**config.mk**
```make
export PLATFORM = sky130hd
export DESIGN_NAME = cmp_ctl
export DESIGN_NICKNAME = d
export VERILOG_FILES = /design/src/cmp_ctl_pkg.sv /design/src/cmp_ctl.sv
export SDC_FILE = /design/constraint.sdc
export NUM_CORES = 1
export LEC_CHECK = 0
export ABC_CLOCK_PERIOD_IN_PS = 1100
export BUFFER_PORTS_ARGS = -buffer_cell sky130_fd_sc_hd__buf_2
export CAP_MARGIN = 20
export CORE_UTILIZATION = 35
export CTS_BUF_LIST = sky130_fd_sc_hd__clkbuf_8
export DETAILED_ROUTE_END_ITERATION = 10
export PLACE_DENSITY = 0.73
export SLEW_MARGIN = 20
export SYNTH_ARGS = -nofsm -noshare
export SYNTH_HDL_FRONTEND = slang
export SYNTH_SLANG_ARGS = --single-unit
```
**constraint.sdc**
```tcl
create_clock -name clk -period 1.1 [get_ports clk]
set_input_delay 0.165 -clock clk [delete_from_list [all_inputs] [get_ports clk]]
set_output_delay 0.165 -clock clk [all_outputs]
set_load 0.01 [all_outputs]
```
**src/cmp_ctl_pkg.sv**
```systemverilog
// Purpose: Constants for the comparator control and status logic.
// Assumes: Avalon-MM register access with 32-bit data, 100 MHz clock.
// Notes:   Registers are one aligned word each; data in bits 7:0.
// Functional notes
// - Offer a clock-synchronised latched output and a raw unsampled output.
// - Raw output follows the comparator even with the clock stopped.
// - While disabled, pin output is forced low and comparator power is off.
// - Result is readable, usable as interrupt source and routable to a pin.
// - Software sets a response mode; slower mode lowers supply current.
// - Hysteresis sits in control bits 3:0 as positive and negative fields.
// - Negative field selects disabled, 5, 10 or 20 mV as a code.
// - Positive field selects from the same four settings.
// - Each falling output transition sets the falling-edge flag.
// - Each rising output transition sets the rising-edge flag.
// - Edge flags stay set; only a software write of 0 clears them.
// - Rising flag requests an interrupt only while its enable is 1.
// - Falling flag requests an interrupt only while its enable is 1.
// - Read-only level bit returns the present output without side effects.
// - Enable bit written 1 turns the comparator on, 0 turns it off.
// - Comparator result is offered to the reset logic as a reset source.
// - Hysteresis codes: 00 off, 01 5 mV, 10 10 mV, 11 20 mV.
// - Mode 00 fastest to 11 slowest; reset value is 10.

package cmp_ctl_pkg;

    // ==========================================================
    // Register map
    // ==========================================================
    localparam logic [3:0] ctrl_addr = 4'h0;
    localparam logic [3:0] mode_addr = 4'h4;

    // ==========================================================
    // Control register fields
    // ==========================================================
    localparam int en_bit    = 7;
    localparam int level_bit = 6;
    localparam int rif_bit   = 5;
    localparam int fif_bit   = 4;
    localparam int hyp_lsb   = 2;
    localparam int hyn_lsb   = 0;

    // ==========================================================
    // Mode register fields
    // ==========================================================
    localparam int rie_bit = 5;
    localparam int fie_bit = 4;
    localparam int md_lsb  = 0;

    // ==========================================================
    // Reset values and codes
    // ==========================================================
    localparam logic [1:0] mode_reset = 2'h2;
    localparam logic [1:0] hyst_off   = 2'h0;
    localparam logic [1:0] hyst_5mv   = 2'h1;
    localparam logic [1:0] hyst_10mv  = 2'h2;
    localparam logic [1:0] hyst_20mv  = 2'h3;

endpackage

```
**src/cmp_ctl.sv**
```systemverilog
// Purpose: Control and status logic around an analog voltage comparator.
// Assumes: Single clock; the analog core output is asynchronous.
// Notes:   Writes take no wait state; reads hold waitrequest for one cycle.
`timescale 1ns/1ps
`default_nettype none

module cmp_ctl (
    // Clock and reset
    input  wire logic        clk,
    input  wire logic        nrst,
    // Avalon-MM slave
    input  wire logic [3:0]  avs_address,
    input  wire logic        avs_read,
    input  wire logic        avs_write,
    input  wire logic [31:0] avs_writedata,
    input  wire logic [3:0]  avs_byteenable,
    output logic      [31:0] avs_readdata,
    output logic             avs_waitrequest,
    output logic      [1:0]  avs_response,
    // Analog core
    input  wire logic        cmp_core_out,
    output logic             cmp_power_on,
    output logic      [1:0]  cmp_resp_mode,
    output logic      [1:0]  pos_hyst_sel,
    output logic      [1:0]  neg_hyst_sel,
    // Pins, interrupt and reset source
    output logic             cmp_latched_out,
    output logic             cmp_raw_out,
    output logic             cmp_irq,
    output logic             cmp_reset_src
);

    // ==========================================================
    // State
    // ==========================================================
    typedef struct packed {
        logic        sync1;
        logic        sync2;
        logic        level;
        logic        en;
        logic        rif;
        logic        fif;
        logic        rie;
        logic        fie;
        logic [1:0]  md;
        logic [1:0]  hyp;
        logic [1:0]  hyn;
        logic [31:0] rdata;
        logic [1:0]  resp;
        logic        rd_done;
    } state_s;

    state_s q, d;

    logic       hit_ctrl;
    logic       hit_mode;
    logic       rise;
    logic       fall;
    logic [7:0] ctrl_val;
    logic [7:0] mode_val;

    assign hit_ctrl = (avs_address == cmp_ctl_pkg::ctrl_addr);
    assign hit_mode = (avs_address == cmp_ctl_pkg::mode_addr);
    assign rise     = q.en & q.sync2 & ~q.level;
    assign fall     = q.en & ~q.sync2 & q.level;

    always_comb begin
        ctrl_val = {q.en, q.sync2, q.rif, q.fif, q.hyp, q.hyn};
        mode_val = {2'h0, q.rie, q.fie, 2'h0, q.md};
    end

    // ==========================================================
    // Next state
    // ==========================================================
    always_comb begin
        d = q;
        d.sync1 = cmp_core_out;
        d.sync2 = q.sync1;
        d.level = q.sync2;
        d.resp  = q.resp;
        // Read data is registered, so the first read cycle is a wait state.
        d.rd_done = avs_read & ~q.rd_done;
        if (avs_write) begin
            d.resp = 2'h0;
        end
        if (avs_read && !q.rd_done) begin
            d.resp  = 2'h0;
            d.rdata = 32'h0;
            if (hit_ctrl) begin
                d.rdata[7:0] = ctrl_val;
            end else if (hit_mode) begin
                d.rdata[7:0] = mode_val;
            end else begin
                d.resp = 2'h2;
            end
        end
        if (avs_write && avs_byteenable[0]) begin
            if (hit_ctrl) begin
                d.en  = avs_writedata[cmp_ctl_pkg::en_bit];
                d.hyp = avs_writedata[cmp_ctl_pkg::hyp_lsb +: 2];
                d.hyn = avs_writedata[cmp_ctl_pkg::hyn_lsb +: 2];
                d.rif = avs_writedata[cmp_ctl_pkg::rif_bit];
                d.fif = avs_writedata[cmp_ctl_pkg::fif_bit];
            end else if (hit_mode) begin
                d.rie = avs_writedata[cmp_ctl_pkg::rie_bit];
                d.fie = avs_writedata[cmp_ctl_pkg::fie_bit];
                d.md  = avs_writedata[cmp_ctl_pkg::md_lsb +: 2];
            end
        end
        if (avs_write && !hit_ctrl && !hit_mode) begin
            d.resp = 2'h2;
        end
        // Set beats a simultaneous software clear.
        if (rise) begin
            d.rif = 1'b1;
        end
        if (fall) begin
            d.fif = 1'b1;
        end
    end

    always_ff @(posedge clk or negedge nrst) begin
        if (!nrst) begin
            q <= '{md: cmp_ctl_pkg::mode_reset, default: '0};
        end else begin
            q <= d;
        end
    end

    // ==========================================================
    // Outputs
    // ==========================================================
    assign avs_waitrequest = avs_read & ~q.rd_done;
    assign avs_readdata    = q.rdata;
    assign avs_response    = q.resp;
    assign cmp_power_on    = q.en;
    assign cmp_resp_mode   = q.md;
    assign pos_hyst_sel    = q.hyp;
    assign neg_hyst_sel    = q.hyn;
    // Raw path is pure gating so it works with no clock running.
    assign cmp_raw_out     = cmp_core_out & q.en;
    assign cmp_latched_out = q.sync2 & q.en;
    assign cmp_irq         = (q.rif & q.rie) | (q.fif & q.fie);
    assign cmp_reset_src   = q.sync2 & q.en;
endmodule // cmp_ctl

`default_nettype wire

```
* Word level (Yosys, flattened, before mapping)
Cells that the tools add are included.
** Operators by class
- Eq/ne operators :: 1
- Reductions and logical operators :: 17
- Mux-type cells :: 14
- Bitwise logic cells :: 13
** Operators with widths (number)
- $mux 2 :: 6
- $mux 4 :: 3
- $mux 10 :: 1
- $and 1x1->1 :: 8
- $mux 8 :: 1
- $reduce_bool 2->1 :: 4
- $mux 6 :: 1
- $reduce_and 2->1 :: 3
- $eq 4x3->1 const B :: 1
- $logic_and 1x1->1 :: 4
- $logic_not 4->1 :: 1
- $not 1->1 :: 4
- $logic_not 1->1 :: 3
- $reduce_and 3->1 :: 1
- $reduce_bool 3->1 :: 1
- $mux 1 :: 2
- $or 1x1->1 :: 1
** Storage, ports and cells
- Register bits :: 25
- Output and inout port bits :: 46
- Logic and storage cells :: 59

* Longest topological paths before layout
- Word-level depth :: 5
- Depth in mapped cells :: 4
- Gate-level depth less buffers :: 4

* Worst setup path before layout
No wires, ideal clock.
- Path type :: input to register
- Start :: input port avs_address[1]
- End :: register q (netlist bit cmp_power_on)
- Slack :: -0.366 ns
- Stages on the path :: 4
- Library setup time :: 0.125 ns
- Buffers on the path :: 1
- Required time :: 0.975 ns
- Arrival :: 1.341 ns
- Cells stage by stage :: or3_1 -> buf_6 -> nor3_4 -> mux2_2
** On the way
- Cells in the longest elaborated chain, start to end :: 2
** RTL lines
- start: declaration :: RTL line cmp_ctl.sv:12 : input wire logic [3:0] avs_address,
- $logic_not 4->1 :: RTL line cmp_ctl.sv:62 : assign hit_ctrl = (avs_address == cmp_ctl_pkg::ctrl_addr);
- $reduce_and 2->1 (no line)
- end signal: assignment :: RTL line cmp_ctl.sv:124 : q <= '{md: cmp_ctl_pkg::mode_reset, default: '0};
- end signal: assignment :: RTL line cmp_ctl.sv:126 : q <= d;
- end: declaration :: RTL line cmp_ctl.sv:53 : state_s q, d;
Every way passes these cells.
A chain may end at the register's enable or synchronous reset.

* Worst setup path after layout
- Start :: register q (netlist bit ctrl_val[4])
- End :: output port cmp_irq
** On the way
- Cells in the longest elaborated chain, start to end :: 2
** RTL lines
- $and 1x1->1 :: RTL line cmp_ctl.sv:143 : assign cmp_irq = (q.rif & q.rie) | (q.fif & q.fie);
- $or 1x1->1 :: RTL line cmp_ctl.sv:143
- end: declaration :: RTL line cmp_ctl.sv:29 : output logic cmp_irq,
Every way passes these cells.

==> impl_metrics.json <==
{
  "antenna_found_initial": 0,
  "routed_via_density": 4.22,
  "critPathCaptureType": "output pin",
  "grt_overflow": 0,
  "synth_cell_types": 21,
  "pre_cts_slack_ns": -0.430,
  "grt_pass1_wl_um": 3880,
  "insertedDiodeCount": 0,
  "rsz0062_at_grt": "yes",
  "maxSlewViolCount": 0,
  "placedCellCount": 195,
  "avgSynthCellArea_um2": 10.6,
  "path_cells": "a22o_1 > buf_2",
  "drcViolationCount": 0,
  "worst_pin_slew_ns": 0.527,
  "synth_compound_gate_area_share_pct": 4.69,
  "num_rows": 21,
  "fin_nets": 210,
  "start_util_pct": 37.9,
  "hold_depth": 1,
  "clk_pin_slew_ns": 0.08,
  "period_needed_ns": 1.20,
  "worstReg2RegEnd": "ctrl_val[5]",
  "fin_ws_ns": -0.0966,
  "coreArea_um2": 3440,
  "cts_made_buffers": 3,
  "routed_wl_um": 2450,
  "clock-sinks": 24,
  "vias": 887,
  "grt_pass1_vias": 870,
  "crit_path_top_delay_cell": "dfrtp_1",
  "ant_nets": 0,
  "hold_end": "d[47]",
  "placed_cell_area_um2": 1380,
  "grt_usage_pct": 12.3,
  "startpoint_type": "flip-flop",
  "worstPathRequired_ns": 0.94,
  "ios": 91,
  "rr_startpoint": "cmp_power_on",
  "p_leak_nw": 0.873,
  "rr_worst_depth": 4,
  "wl_per_cell_um": 11.7,
  "max_cap_viol_count": 0,
  "layout-drive-gt1-share_pct": 48.2,
  "whs_ns": 0.0220,
  "netlist_area_um2": 1310,
  "fin_skew_ns": 0.00176,
  "synth_mux_area_share_pct": 13.2,
  "die_area_um2": 3980,
  "syn_to_final_growth_pct": 25.6,
  "clock_latency_ns": 0.26,
  "ys_seq_area_share_pct": 46.1,
  "grt_max_degree": 25,
  "hpwl_um": 1710,
  "reg2reg_setup_slack_ns": 0.04,
  "die_h_um": 63.1,
  "max-slew-margin-rel_pct": 64.9,
  "yosysTopAreaCellShare_pct": 44.1,
  "synthXorXnorAreaFrac_pct": 0,
  "fmax_mhz": 836,
  "synth_top_family_by_area": "buffers and inverters",
  "yosys_warnings": 0,
  "synth_area_leader_cell": "dfrtp_1",
  "synth-simple-area-share_pct": 9.87,
  "cpLargestDelayFamily": "flip-flops",
  "fin_crit_sh_pct": 109,
  "power_density_nw_per_um2": 1350,
  "ctsHtreeMaxLevel": 1,
  "final_area_um2": 1640,
  "ir_drop_mv": 0.787,
  "syn_inst": 123,
  "critPathMaxFanout": 2,
  "worst_ep_arrival_time_ns": 1.03,
  "drt_first_pass_iters": 4,
  "outcome": "finished with violations",
  "synthAdderAreaFrac_pct": 0,
  "finalHoldViolCount": 0,
  "setup_viol": 12,
  "cts.path.max_buffers": 2,
  "dr.first_iter.drc_count": 5,
  "worstSetupPathType": "reg -> out",
  "cp_slowest_stage_delay_ns": 0.40,
  "gp_congestion": 0.700,
  "portBuffers": 37,
  "stdcell_count": 210,
  "synth_seq_cells": 24,
  "hp-start": "cmp_core_out",
  "critPathLaunch": "ctrl_val[4]",
  "fin_util_pct": 47.7,
  "netlist_top_cells_area": "dfrtp_1, buf_4, mux2_2",
  "clock-root-buffer": "clkbuf_8",
  "path_buf_inv": 1,
  "violations": "negative setup slack",
  "die_w_um": 63.1,
  "cts_tree": "done",
  "hp-class": "in -> reg"
}
how the worst max path moves through the flow:
stage / slack, ns / to / depth (start not counted)
after global placement: -0.38 / pos_hyst_sel[1] / 4
after CTS: -0.1 / cmp_irq / 2
final: -0.1 / cmp_irq / 2
after global routing: -0.13 / avs_waitrequest / 4
after detailed placement: -0.43 / neg_hyst_sel[1] / 4
after floorplan: -0.32 / cmp_power_on / 4
registers in the layout, indices dropped and copies added (netlist names):
name           cells
avs_readdata       8
avs_response       1
cmp_power_on       1
cmp_resp_mode      2
ctrl_val           3
d                  1
mode_val           2
neg_hyst_sel       2
pos_hyst_sel       2
q                  2
repair_timing:
action	CTS	global route
pin swaps	2	3
resized for setup	16	10
endpoints found under the hold margin	23	0
setup endpoints to repair	17	18
buffers inserted	7	3
hold buffers	1	0
synth_stat cells:
library cell	instances
a21oi_1	2
a22o_1	1
a31oi_1	2
and2_1	2
buf_4	41
buf_6	1
clkbuf_1	2
conb_1	1
dfrtp_1	23
dfstp_2	1
inv_1	3
mux2_2	10
mux2i_1	6
nand2_1	13
nand2b_1	1
nand3_1	5
nor2_1	2
nor3_4	1
nor4_1	1
o31ai_1	4
or3_1	1
cell usage in the layout (no fill, tap or decap), drive strengths merged:
cell type and instances:
a21oi 2, a22o 1, a31oi 2, and2 2, buf 56, clkbuf 4, conb 25, dfrtp 23
dfstp 1, dlygate4sd3 1, inv 3, mux2 10, mux2i 6, nand2 13, nand2b 1, nand3 5
nor2 2, nor3 1, nor4 1, o31ai 4, or3 1
final cells by class:
cell class | instances | area [µm²]
clock buffer | 4 | 55.1
fill | 342 | 1800
inverter | 3 | 11.3
multi-input combinational | 76 | 500
sequential | 24 | 603
tap | 46 | 57.6
timing repair buffer | 57 | 413
cells by family after synthesis:
family                 Yosys count
muxes                           16
DFF                             24
other                            1
buffers and inverters           47
AOI/OAI and AO/OA                9
and+or+nand+nor                 26
report_power, final:
| part | internal [mW] | leakage (nW) | switching [mW] |
|---|---|---|---|
| sequential | 0.985 | 0.298 | 0.0747 |
| clock | 0.319 | 0.0288 | 0.262 |
| combinational | 0.313 | 0.546 | 0.266 |
layer usage:
layer	track usage (%)	wire length [µm]	up-vias
li1	-	-	421
met1	15.4	1060	416
met2	21.6	1250	48
met3	0.906	124	2
met4	5.23	8	0
met5	0	0	-
per-stage QoR:
| step | total power, mW | TNS [ns] |
|---|---|---|
| 3_5_place_dp | 1.50 | -4.87 |
| 4_1_cts | 2.18 | -0.845 |
| 5_1_grt | 2.33 | -0.942 |
| 3_3_place_gp | 1.48 | -4.45 |
| 6_report | 2.22 | -0.494 |
| 2_1_floorplan | 1.45 | -2.92 |
No activity file was read; power rests on OpenSTA's default activity.
